[src/rmd_addr.sv]
package rmd_pkg;
  // Opcode fields
  localparam logic [5:0] OP_MOVE_FILE = 6'h14;
  localparam logic [3:0] OP_FILE_COPY = 4'hC;
  localparam logic [3:0] OP_SECOND = 4'hF;
  // Addressing constants
  localparam logic [7:0] IDX_LIMIT = 8'h5F;
  localparam logic [7:0] ACCESS_SPLIT = 8'h60;
  localparam logic [3:0] ACCESS_HI_BANK = 4'hF;
  localparam logic [3:0] ACCESS_LO_BANK = 4'h0;
  localparam logic [11:0] ADDR_WREG = 12'hFE8;
  localparam logic [11:0] ADDR_PC_LOW = 12'hFF9;
  localparam logic [11:0] ADDR_STACK_HIGH = 12'hFFE;
  localparam logic [11:0] ADDR_STACK_UPPER = 12'hFFF;
  localparam logic [11:0] ADDR_RESET = 12'h000;
  localparam logic [7:0] ZERO_BYTE = 8'h00;
  // Instruction cycle phases
  localparam logic [1:0] PH_Q1 = 2'h0;
  localparam logic [1:0] PH_Q2 = 2'h1;
  localparam logic [1:0] PH_Q3 = 2'h2;
  localparam logic [1:0] PH_Q4 = 2'h3;

  typedef enum logic [3:0] {
    ST_IDLE = 4'h1,
    ST_MOVE = 4'h2,
    ST_FF_SRC = 4'h4,
    ST_FF_DST = 4'h8
  } rmd_st_t;

  typedef struct packed {
    logic [11:0] addr;
    logic rd_en;
    logic wr_en;
    logic [7:0] wdata;
  } rmd_mem_t;

  typedef struct packed {
    logic [1:0] phase;
    rmd_st_t st;
    logic to_w;
    logic [7:0] data;
    logic [7:0] w;
    logic flag_n;
    logic flag_z;
    logic refused;
    rmd_mem_t mem;
  } rmd_state_t;
endpackage

`timescale 1ns/10ps
module rmd_addr_gen
  import rmd_pkg::*;
(
  // Operand
  input wire logic [7:0] file_addr,
  input wire logic bank_access,
  // Context
  input wire logic [3:0] bank_select_reg,
  input wire logic ext_instr_en,
  input wire logic [11:0] index_base,
  // Result
  output logic [11:0] data_addr
);
  always_comb
  begin
    if (bank_access)
      data_addr = {bank_select_reg, file_addr}; // RULE3
    else if (ext_instr_en && file_addr <= IDX_LIMIT)
      data_addr = index_base + {4'h0, file_addr}; // RULE4
    else if (file_addr < ACCESS_SPLIT)
      data_addr = {ACCESS_LO_BANK, file_addr}; // RULE2
    else
      data_addr = {ACCESS_HI_BANK, file_addr}; // RULE2
  end
endmodule

[src/rmd_core.sv]
// Operation
// RULE1: With the destination bit 0 the moved byte goes to the working register, with 1 back to the file register.
// RULE2: With the bank access bit 0 the 8-bit file address selects a location in the access bank.
// RULE3: With the bank access bit 1 the bank select register is joined to the 8-bit file address.
// RULE4: With extended instructions on and access bit 0, file addresses up to 95 are offset from the index base.
// RULE5: The file address field is a full 8 bits, reaching any location of a 256-byte bank.
// RULE6: The register move updates only the negative and zero flags from the moved byte.
// RULE7: The register move is opcode 0101 00 d a f, one word, executed in one instruction cycle.
// RULE8: The file-to-file move takes two words and two cycles, sets no flags, and refuses protected destinations.
`timescale 1ns/10ps
module rmd_core
  import rmd_pkg::*;
(
  // Clock and reset
  input wire logic core_clk,
  input wire logic resetn,
  // Instruction stream
  input wire logic [15:0] instr_word,
  input wire logic instr_valid,
  output logic instr_ready,
  // Context
  input wire logic [3:0] bank_select_reg,
  input wire logic ext_instr_en,
  input wire logic [11:0] index_base,
  // Data memory
  output logic [11:0] mem_addr,
  output logic mem_rd_en,
  input wire logic [7:0] mem_rdata,
  output logic mem_wr_en,
  output logic [7:0] mem_wdata,
  // Core state
  output logic [7:0] w_reg,
  output logic flag_n,
  output logic flag_z,
  output logic ff_refused,
  output logic [1:0] q_phase
);
  rmd_state_t s;
  rmd_state_t next_s;
  logic [11:0] move_addr;
  logic is_move;
  logic is_copy;
  logic take;
  logic [7:0] rd_byte;

  ////////////////////////////////////////////////////////////////////////////
  // Address formation
  rmd_addr_gen u_addr (
    .file_addr(instr_word[7:0]), // RULE5
    .bank_access(instr_word[8]),
    .bank_select_reg(bank_select_reg),
    .ext_instr_en(ext_instr_en),
    .index_base(index_base),
    .data_addr(move_addr)
  );

  function automatic logic is_protected(input logic [11:0] a);
    is_protected = (a == ADDR_PC_LOW) || (a == ADDR_STACK_UPPER) || (a == ADDR_STACK_HIGH);
  endfunction

  ////////////////////////////////////////////////////////////////////////////
  // Decode
  assign is_move = (instr_word[15:10] == OP_MOVE_FILE); // RULE7
  assign is_copy = (instr_word[15:12] == OP_FILE_COPY); // RULE8
  assign instr_ready = (s.phase == PH_Q1) && (s.st == ST_IDLE || s.st == ST_FF_DST);
  assign take = instr_ready && instr_valid;
  assign rd_byte = (s.mem.addr == ADDR_WREG) ? s.w : mem_rdata;

  ////////////////////////////////////////////////////////////////////////////
  // Next state
  always_comb
  begin
    next_s = s;
    next_s.phase = s.phase + 2'h1;
    next_s.refused = 1'b0;
    case (s.phase)
      PH_Q1:
      begin
        if (take && s.st == ST_FF_DST)
        begin
          if (instr_word[15:12] == OP_SECOND)
          begin
            next_s.mem.addr = instr_word[11:0];
          end
        end
        else if (take && is_move)
        begin
          next_s.st = ST_MOVE; // RULE7
          next_s.to_w = ~instr_word[9];
          next_s.mem.addr = move_addr;
          next_s.mem.rd_en = 1'b1;
        end
        else if (take && is_copy)
        begin
          next_s.st = ST_FF_SRC; // RULE8
          next_s.mem.addr = instr_word[11:0];
          next_s.mem.rd_en = 1'b1;
        end
        else if (s.st == ST_FF_DST)
        begin
          next_s.phase = PH_Q1;
        end
      end
      PH_Q2:
      begin
        next_s.mem.rd_en = 1'b0;
      end
      PH_Q3:
      begin
        case (s.st)
          ST_MOVE:
          begin
            next_s.data = rd_byte;
            next_s.flag_n = rd_byte[7]; // RULE6
            next_s.flag_z = (rd_byte == ZERO_BYTE); // RULE6
            if (!s.to_w && s.mem.addr != ADDR_WREG)
            begin
              next_s.mem.wr_en = 1'b1; // RULE1
              next_s.mem.wdata = rd_byte;
            end
          end
          ST_FF_SRC:
          begin
            next_s.data = rd_byte;
          end
          ST_FF_DST:
          begin
            if (is_protected(s.mem.addr))
              next_s.refused = 1'b1; // RULE8
            else if (s.mem.addr != ADDR_WREG)
            begin
              next_s.mem.wr_en = 1'b1;
              next_s.mem.wdata = s.data;
            end
          end
          default:
          begin
            next_s.mem.wr_en = 1'b0;
          end
        endcase
      end
      PH_Q4:
      begin
        next_s.mem.wr_en = 1'b0;
        case (s.st)
          ST_MOVE:
          begin
            if (s.to_w || s.mem.addr == ADDR_WREG)
              next_s.w = s.data; // RULE1
            next_s.st = ST_IDLE;
          end
          ST_FF_SRC:
          begin
            next_s.st = ST_FF_DST; // RULE8
          end
          ST_FF_DST:
          begin
            if (s.mem.addr == ADDR_WREG)
              next_s.w = s.data;
            next_s.st = ST_IDLE;
          end
          default:
          begin
            next_s.st = ST_IDLE;
          end
        endcase
      end
      default:
      begin
        next_s.phase = PH_Q1;
      end
    endcase
  end

  ////////////////////////////////////////////////////////////////////////////
  // State register
  always_ff @(posedge core_clk or negedge resetn)
  begin
    if (!resetn)
    begin
      s.phase <= PH_Q1;
      s.st <= ST_IDLE;
      s.to_w <= 1'b0;
      s.data <= ZERO_BYTE;
      s.w <= ZERO_BYTE;
      s.flag_n <= 1'b0;
      s.flag_z <= 1'b0;
      s.refused <= 1'b0;
      s.mem.addr <= ADDR_RESET;
      s.mem.rd_en <= 1'b0;
      s.mem.wr_en <= 1'b0;
      s.mem.wdata <= ZERO_BYTE;
    end
    else
    begin
      s <= next_s;
    end
  end

  ////////////////////////////////////////////////////////////////////////////
  // Outputs
  assign mem_addr = s.mem.addr;
  assign mem_rd_en = s.mem.rd_en;
  assign mem_wr_en = s.mem.wr_en;
  assign mem_wdata = s.mem.wdata;
  assign w_reg = s.w;
  assign flag_n = s.flag_n;
  assign flag_z = s.flag_z;
  assign ff_refused = s.refused;
  assign q_phase = s.phase;
endmodule

[config.mk]
export PLATFORM = sky130hd
export DESIGN_NAME = rmd_core
export DESIGN_NICKNAME = d
export VERILOG_FILES = /design/src/rmd_addr.sv /design/src/rmd_core.sv
export SDC_FILE = /design/constraint.sdc
export NUM_CORES = 1
export LEC_CHECK = 0
export BUFFER_PORTS_ARGS = -buffer_cell sky130_fd_sc_hd__buf_2
export CORE_ASPECT_RATIO = 0.7
export CORE_MARGIN = 2
export CORE_UTILIZATION = 40
export CTS_CLUSTER_SIZE = 8
export DETAILED_ROUTE_END_ITERATION = 6
export PLACE_DENSITY_LB_ADDON = 0.3
export RECOVER_POWER = 25
export SKIP_CTS_REPAIR_TIMING = 1
export SLEW_MARGIN = 0
export SYNTH_ARGS = -nofsm -noshare
export SYNTH_HDL_FRONTEND = slang
export SYNTH_SLANG_ARGS = --single-unit
export TNS_END_PERCENT = 30
[constraint.sdc]
create_clock -name core_clk -period 4 [get_ports core_clk]
set_input_delay 0.2 -clock core_clk [delete_from_list [all_inputs] [get_ports core_clk]]
set_output_delay 0.2 -clock core_clk [all_outputs]
set_load 0.02 [all_outputs]
==> out/qor.csv, run 1 <==
metric;value;unit
RSZ-0062 raised after global routing;false;
post-synth top area share;35.1;%
final worst path period share;71.5;%
run status;finished with violations;
failing checks;capacitance limit, slew limit;
Most flops, register;s;
EDFF count, synth;0;
Pint;1.07;mW
Die X;113;µm
nets;446;
post-synthesis cell type with the largest combined area;dfrtp_1;
most frequent cell after synthesis;dfrtp_1;
synthesis-to-layout area growth;12.5;%
Routed wire per std cell;15.5;µm
Rows;27;
routed vias;2654;
syn nets;397;
main flop type after synthesis;dfrtp_1;
register area share after synthesis;35.9;%
Layout Skew;0.00842;ns
TritonCTS Buffers;5;
post-detail-place hpwl;5960;µm
number of global-route vias before repair;2472;
total global-route track usage;16.9;%
top post-synthesis cells by area;dfrtp_1 35%, buf_4 6.9%, mux2_1 6.7%;
Comb power frac;33.5;%
fmax;350;MHz
crit path DAT;3.03;ns
Max Buffers Root-to-Sink;2;
largest net degree at the start of global routing;49;
core box area;8010;µm²
Mapped Cells;340;
Distinct cells, synth;66;
slew at the pin closest to its max-slew limit;2.63;ns
CP endpoint kind;flop;
sequential power share;40.6;%
CP required;4.17;ns
relative slew slack;-75.5;%
DRT iter0 DRCs;150;
Initial Util;41.9;%
Design Area, Final;3770;µm²
placed inst area;3620;µm²
Clk pwr share;25.9;%
sw power;0.604;mW
Avg Vias per Cell;5.41;
CP Max Fanout;7;
Cell Area, Synth;3350;µm²
total global routing overflow;0;
Startpoint Class;flop;
Hold Violations, Final;0;
Buffers on Ports;79;
VDD IR max;0.000273;V
synthesized area per cell;9.86;µm²
PD cells;443;nW/µm²
Clock Pin Slew Worst Setup and Hold Paths;0.07;ns
first-pass GRT wire length;12200;µm
max FFs per register;13;
Skew-Pair Late Insertion Delay;0.29;ns
TritonCTS Sinks;48;
H-Tree Level Count;2;
Yosys warning total;0;
antenna cells;0;
P_leak;1.78;nW
proportion of layout cells with a drive suffix above 1;30.0;%
post-route ant nets;0;
sw frac;36.1;%
Hold Crit Class;input port to flop;
routability cong.;0.820;
I/O pins;80;
minimum clock period;2.86;ns
CTS root buf;clkbuf_16;
Slew Viols, Final;49;
drt pass-1 iters;5;
initial antenna violation count;0;
Core Util, Final;47.1;%
# Max-Cap Violations;1;
Fin Setup TNS;0;ns
final setup fails;0;
TritonCTS clock tree;yes;
Commonest cells post-synth;47 x dfrtp_1, 31 x buf_4, 28 x nand2_1;
DRT Wirelength;7610;µm
Critical Setup Path Class;flop to flop;
DIE HEIGHT;80.6;µm
number of synthesized register bits;48;
DIE AREA;9140;µm²
ys async rst share;100;%
Power, Total;1.67;mW
Residual DRC;0;
cells by family (layout without fill, tap and decap cells):
family,after synthesis,in the layout,share of synthesized area [%]
buffers and inverters,53,103,9.78
and+or+nand+nor,98,98,17.1
muxes,44,44,14.3
adders and majority gates,13,13,5.07
DFF,48,48,35.9
AOI/OAI and AO/OA,78,78,16.4
xor gates and xnor gates,6,6,1.57
stage by stage:
step | hold WS, ns | worst slack [ns] | instances
after CTS | 0.150 | 1.15 | 491
after floorplan | -0.0956 | 1.38 | 340
after global placement | 0.452 | 1.26 | 483
after detailed placement | 0.450 | 1.16 | 483
after global routing | 0.166 | 0.989 | 491
final | 0.161 | 1.14 | 491
cell type report:
class                   count  area (µm²)
multi-input cells         239        1830
well taps                 101         126
clock buffers               6         139
flip-flops and latches     48        1200
inverters                  14        52.6
fillers                   776        4230
clock inverters             2        13.8
repair buffers             81         409
power groups by stage:
| stage | combinational [mW] | sequential [mW] | clock [mW] |
|---|---|---|---|
| finish | 0.561 | 0.679 | 0.433 |
| global route | 0.625 | 0.698 | 0.466 |
| CTS | 0.567 | 0.679 | 0.444 |
| detailed placement | 0.565 | 0.688 | 0 |
| global placement | 0.557 | 0.682 | 0 |
| floorplan | 0.485 | 0.659 | 0 |
routing by layer:
| metal | wire length (µm) | global-route usage [%] |
|---|---|---|
| met3 | 457 | 3.32 |
| met5 | 0 | 0 |
| met1 | 3960 | 25.5 |
| met4 | 46 | 3.66 |
| met2 | 3140 | 24.9 |
critical path: stages (launching register included):
cell and delay (ns):
dfrtp_1 0.43, inv_1 0.10, ha_1 0.27, or4b_4 0.52
or3_1 0.48, nor3_2 0.32, mux2_1 0.34, mux2_1 0.28
worst paths after layout:
| check | start | end | slack (ns) | cells past startpoint |
|---|---|---|---|---|
| min reg2reg | mem_wdata[3] | mem_wdata[3] | 0.50 | 1 |
| min | instr_word[9] | s[41] | 0.16 | 2 |
| max in group asynchronous | resetn | s[44] | 1.77 | 1 |
| min in group asynchronous | resetn | mem_wdata[5] | 0.74 | 1 |
| max | q_phase[0] | mem_addr[4] | 1.14 | 7 |
| max reg2reg | q_phase[0] | mem_addr[4] | 1.14 | 7 |
layout by cell type, fill, tap and decap left out, types with 6 or more instances in the layout:
master,n
buf_2,78
mux2_1,20
a21o_1,7
nor3_1,9
ha_1,12
mux2i_1,14
nand3_1,11
nand2_1,28
mux2_2,10
a31oi_1,6
o21ai_0,22
dfrtp_1,47
inv_1,14
a21oi_1,13
nor2_1,11
(Power assumes the default switching activity.)
==> run 2: changes to the inputs <==
Clock period 4 ns to 2.4 ns, I/O delays scaled along.
==> run 2 against run 1 <==
The flow now finishes without violations. Clock skew shrank 0.0030 ns. Sequential power grew 65%. Die area is the same. Power grew 86%. Via count grew 4.6%. Final area grew 9.6%. Critical endpoint is now mem_addr[5]. Highest routed layer unchanged.
==> out/qor.csv, run 2 (synthesis gave the netlist of run 1 again) <==
metric;value;unit;change
HP Start;instr_word[9];;
Reg-to-Reg Start;q_phase[1];;
CP endpoint kind;flop;;
largest net degree at the start of global routing;18;;-63%
final worst path period share;98.4;%;+27 points
TritonCTS Buffers;5;;unchanged
post-detail-place hpwl;6340;µm;+6.5%
worst path buffer plus inverter count;2;;+1
Clock Pin Slew Worst Setup and Hold Paths;0.06;ns;about the same
total global-route track usage;18.4;%;+1.5 points
TritonCTS clock tree;yes;;
Slowest cell on crit path;or4b_4;;
Rows;27;;unchanged
Routed wire per std cell;15.6;µm;+0.79%
Skew-Pair Late Insertion Delay;0.29;ns;about the same
routed vias;2777;;+4.6%
Hold Violations, Final;0;;unchanged
Fin Setup TNS;0;ns;unchanged
DRT Wirelength;8170;µm;+7.4%
nets;478;;+7.2%
first-pass GRT wire length;13200;µm;+7.6%
reg2reg path depth;8;;+1
Hold Path Stages;2;;unchanged
proportion of layout cells with a drive suffix above 1;37.2;%;+7.2 points
routability cong.;0.916;;+12%
most frequent cells in the layout;72 x buf_2, 47 x dfrtp_1, 29 x buf_4;;
Startpoint Class;flop;;
most common cell after layout, fill and taps aside;buf_2;;
P_leak;1.97;nW;+11%
# Max-Cap Violations;0;;-1
CP required;2.57;ns;-1.60 ns
WHS Endpoint;s[41];;
Layout Skew;0.00543;ns;-0.00299 ns
Top delay family on crit path;simple AND/OR/NAND/NOR gates;;
cell mode on critical path;mux2_4;;
antenna cells;0;;unchanged
fmax;423;MHz;+21%
final setup fails;0;;unchanged
final hold slack;0.0659;ns;-0.0953 ns
PD cells;753;nW/µm²;+70%
Residual DRC;0;;unchanged
crit path DAT;2.54;ns;-0.49 ns
DIE HEIGHT;80.6;µm;unchanged
TritonCTS Sinks;48;;unchanged
max FFs per register;13;;unchanged
post-route ant nets;0;;unchanged
slew at the pin closest to its max-slew limit;0.996;ns;-1.64 ns
run status;finished clean;;
RSZ-0062 raised after global routing;true;;
Worst R2R Setup Slack;0.04;ns;-1.10 ns
minimum clock period;2.36;ns;-0.498 ns
CP Max Fanout;5;;-2
CTS root buf;clkbuf_16;;
Die X;113;µm;unchanged
Hold Crit Class;input port to flop;;
Most flops, register;s;;
Buffers on Ports;79;;unchanged
core box area;8010;µm²;unchanged
Avg Vias per Cell;5.31;;-1.8%
drt pass-1 iters;4;;-1
worst stage delay on the critical path;0.48;ns;-0.04 ns
Critical Setup Path Class;flop to flop;;
relative slew slack;33.6;%;+110 points
Max Buffers Root-to-Sink;2;;unchanged
DRT iter0 DRCs;113;;-25%
Initial Util;41.9;%;unchanged
initial antenna violation count;0;;unchanged
CP cell instances;inv_2, ha_4, or4b_4, or2_4, nor3_4, buf_6, mux2_4, mux2_4;;
total global routing overflow;0;;unchanged
reg-to-reg endpoint;mem_addr[5];;
I/O pins;80;;unchanged
H-Tree Level Count;2;;unchanged
number of global-route vias before repair;2614;;+5.7%
Slew Viols, Final;0;;-100%
DIE AREA;9140;µm²;unchanged
VDD IR max;0.000508;V;+86%
synthesis-to-layout area growth;23.3;%;
## run 2: changes by cell type in the layout (fill, tap and decap cells not counted), sizes merged
cell / change
buf: +23
clkbuf: +8
bufinv: +1
dlygate4sd3: +1
inv: -1
## run 2: layout make-up
type	count	area, µm²
fillers	756	3870
clock inverters	2	38.8
repair buffers	113	653
well taps	101	126
inverters	14	52.6
multi-input cells	239	1920
flip-flops and latches	48	1200
clock buffers	6	139
## run 2: layer usage
metal / part of all wire [%] / routed length [µm] / up-vias / track usage, %
li1: - / - / 1393 / -
met5: 0 / 0 / - / 0
met4: 0.72 / 59 / 0 / 4.39
met1: 54 / 4390 / 1322 / 27.9
met3: 3.2 / 264 / 5 / 2.94
met2: 42 / 3460 / 57 / 27.1
## run 2: metrics by stage
stage,area (µm²),std cells,total power [mW],utilization [%],setup slack (ns)
after CTS,4010,514,3.08,50.1,-0.0542
after global placement,3830,506,2.21,47.9,0.00730
after floorplan,3390,340,1.94,-,0.00692
final,4130,523,3.11,51.6,0.0383
after detailed placement,3830,506,2.24,47.9,-0.0444
after global routing,4130,523,3.31,51.6,-0.0161
## run 2: worst max-delay path by stage
stage               slack [ns]  startpoint           to  cells after the start
finish                    0.04  q_phase[1]  mem_addr[5]                      8
global route             -0.02  q_phase[0]  mem_addr[9]                      7
CTS                      -0.05  q_phase[1]  mem_addr[3]                      7
detailed placement       -0.04  q_phase[1]  mem_addr[3]                      7
global placement         0.007  q_phase[1]  mem_addr[0]                      7
floorplan                0.007  q_phase[0]  mem_addr[4]                      8
## run 2: report_power, final
part / leakage (nW) / internal (mW) / switching (mW)
clock network: 0.0871 / 0.522 / 0.307
registers: 0.624 / 0.989 / 0.131
logic: 1.26 / 0.515 / 0.647
total: 1.97 / 2.03 / 1.08
## run 2: worst register-to-register path, cell delays in order (launching register included)
cell	delay, ns
dfrtp_1	0.39
inv_2	0.08
ha_4	0.13
or4b_4	0.48
or2_4	0.30
nor3_4	0.13
buf_6	0.16
mux2_4	0.31
mux2_4	0.27
==> run 3: changes to the inputs <==
Settings changed: GPL_TIMING_DRIVEN set to 0.
Clock period 2.4 ns to 2 ns, I/O delays scaled along.
==> run 3 against run 2 <==
The run now ends with setup timing left. Critical path depth fell by 1. Setup slack got worse by 0.56 ns. Largest power group unchanged. Clock-buffer cell count fell by 1. Utilization rose by 5.0 points. Critical endpoint is now mem_addr[4]. Clock power rose by 17%. Final area rose by 9.7%. Die area did not move. Critical path type unchanged. Cell count rose by 5.5%. First-iteration DRC count rose by 48%. Clock skew rose by 0.0045 ns. Register-to-register slack got worse by 0.56 ns. Largest cell class unchanged. Power rose by 30%.
==> out/qor.csv, run 3 (synthesis gave the netlist of run 1 again) <==
metric;value;unit;change
Multi-input gate area;2070;µm²;+7.7%
Hold Violations, Final;0;;unchanged
fin cells;552;;+5.5%
Die X;113;µm;unchanged
drt pass-1 iters;4;;unchanged
final worst path period share;126;%;+27 points
relative slew slack;17.7;%;-16 points
proportion of layout cells with a drive suffix above 1;46.8;%;+9.6 points
Buffers on Ports;79;;unchanged
Fin Setup TNS;-11.40;ns;-11.40 ns
routability cong.;0.901;;-1.7%
post-detail-place hpwl;6250;µm;-1.4%
Clk pwr share;24.1;%;-2.5 points
Clock Pin Slew Worst Setup and Hold Paths;0.07;ns;about the same
crit path capture;mem_addr[4];;
VDD IR max;0.000638;V;+26%
CTS root buf;clkbuf_16;;
crit path DAT;2.69;ns;+0.15 ns
nets;507;;+6.1%
I/O pins;80;;unchanged
antenna cells;0;;unchanged
synthesis-to-layout area growth;35.3;%;
Residual DRC;0;;unchanged
Startpoint Class;flop;;
sw frac;34.9;%;about the same
slew at the pin closest to its max-slew limit;1.24;ns;+0.239 ns
final setup fails;43;;+43
initial antenna violation count;0;;unchanged
Skew-Pair Late Insertion Delay;0.29;ns;about the same
Final WS setup;-0.517;ns;-0.556 ns
total placed cells including tap cells;520;;+2.8%
Critical Path Start;q_phase[0];;
RSZ-0062 raised after global routing;true;;
CP Max Fanout;4;;-1
Worst R2R Setup Slack;-0.52;ns;-0.56 ns
Core Util, Final;56.6;%;+5.0 points
TritonCTS Buffers;5;;unchanged
Avg Vias per Cell;5.43;;+2.3%
total global routing overflow;0;;unchanged
Layout Skew;0.00993;ns;+0.00450 ns
Reg-to-Reg Start;q_phase[0];;
P_leak;2.20;nW;+12%
# Max-Cap Violations;0;;unchanged
max FFs per register;13;;unchanged
Most flops, register;s;;
reg-to-reg endpoint;mem_addr[4];;
Max Buffers Root-to-Sink;2;;unchanged
post-route ant nets;0;;unchanged
Hold Crit Class;input port to flop;;
TritonCTS clock tree;yes;;
Critical Setup Path Class;flop to flop;;
core box area;8010;µm²;unchanged
reg2reg path depth;7;;-1
H-Tree Level Count;2;;unchanged
fill cell count;701;;-7.3%
total global-route track usage;18.2;%;-0.15 points
first-pass GRT wire length;13400;µm;+1.9%
DIE HEIGHT;80.6;µm;unchanged
CP endpoint kind;flop;;
number of global-route vias before repair;2697;;+3.2%
area occupied by registers;1200;µm²;+0.21%
run status;finished with violations;;
Power, Total;4.03;mW;+30%
most frequent cells in the layout;80 x buf_2, 48 x buf_4, 45 x dfrtp_1;;
failing checks;setup timing;;
DRT iter0 DRCs;167;;+48%
Pint;2.63;mW;+30%
sw power;1.41;mW;+30%
TritonCTS Sinks;48;;unchanged
DRT Wirelength;8970;µm;+9.8%
CP required;2.17;ns;-0.40 ns
Slew Viols, Final;0;;unchanged
Comb power frac;42.7;%;+5.3 points
most common cell after layout, fill and taps aside;buf_2;;
Rows;27;;unchanged
routed vias;2999;;+8.0%
minimum clock period;2.52;ns;+0.156 ns
Initial Util;41.9;%;unchanged
PD cells;889;nW/µm²;+18%
largest net degree at the start of global routing;49;;+31
DIE AREA;9140;µm²;unchanged
fmax;397;MHz;-6.2%
sequential power share;33.2;%;-2.8 points
Routed wire per std cell;16.3;µm;+4.0%
==> run 3: power by group through the flow <==
stage	clock network, mW	registers (mW)	logic (mW)
after floorplan	0	1.32	1.00
after global placement	0	1.34	1.34
after detailed placement	0	1.35	1.37
after CTS	0.986	1.33	1.38
after global routing	1.04	1.37	1.87
final	0.971	1.34	1.72
==> run 3: per-stage QoR <==
| stage | hold WS [ns] | worst slack (ns) | cell area (µm²) |
|---|---|---|---|
| finish | 0.0348 | -0.517 | 4540 |
| detailed placement | 0.340 | -0.554 | 3910 |
| floorplan | -0.196 | -0.393 | 3390 |
| CTS | 0.0386 | -0.570 | 4080 |
| global placement | 0.341 | -0.524 | 3910 |
| global route | 0.0519 | -0.569 | 4540 |
==> run 3: worst min path at each step <==
stage,startpoint,end,slack (ns),cells after the start
after floorplan,resetn,ff_refused,-0.20,0
after global placement,instr_word[9],s[41],0.34,2
after detailed placement,instr_word[9],s[41],0.34,2
after CTS,instr_word[9],s[41],0.04,2
after global routing,instr_word[9],s[41],0.05,2
final,instr_word[9],s[41],0.03,2
==> run 3: routing by layer <==
layer  global-route usage (%)  share of wire, %  vias to the layer above
met3                     2.57               4.5                        4
li1                         -                 -                     1452
met1                     27.7                50                     1461
met2                     27.6                45                       82
met5                        0                 0                        -
met4                     3.41              0.52                        0
==> run 3: cell type report <==
type	count	share of cell area (%)
Clock buffer	5	2.76
Tap cell	101	2.79
Multi-Input combinational cell	239	45.7
Clock inverter	3	1.02
Buffer	38	6.15
Inverter	14	1.16
Timing Repair Buffer	104	13.9
Sequential cell	48	26.6
==> run 3: worst max-delay path, stage by stage, from the launching register on <==
cell	delay, ns
dfrtp_2	0.43
inv_2	0.09
ha_4	0.15
or4b_4	0.49
or3_4	0.42
nor3_4	0.24
mux2_4	0.32
mux2_4	0.26
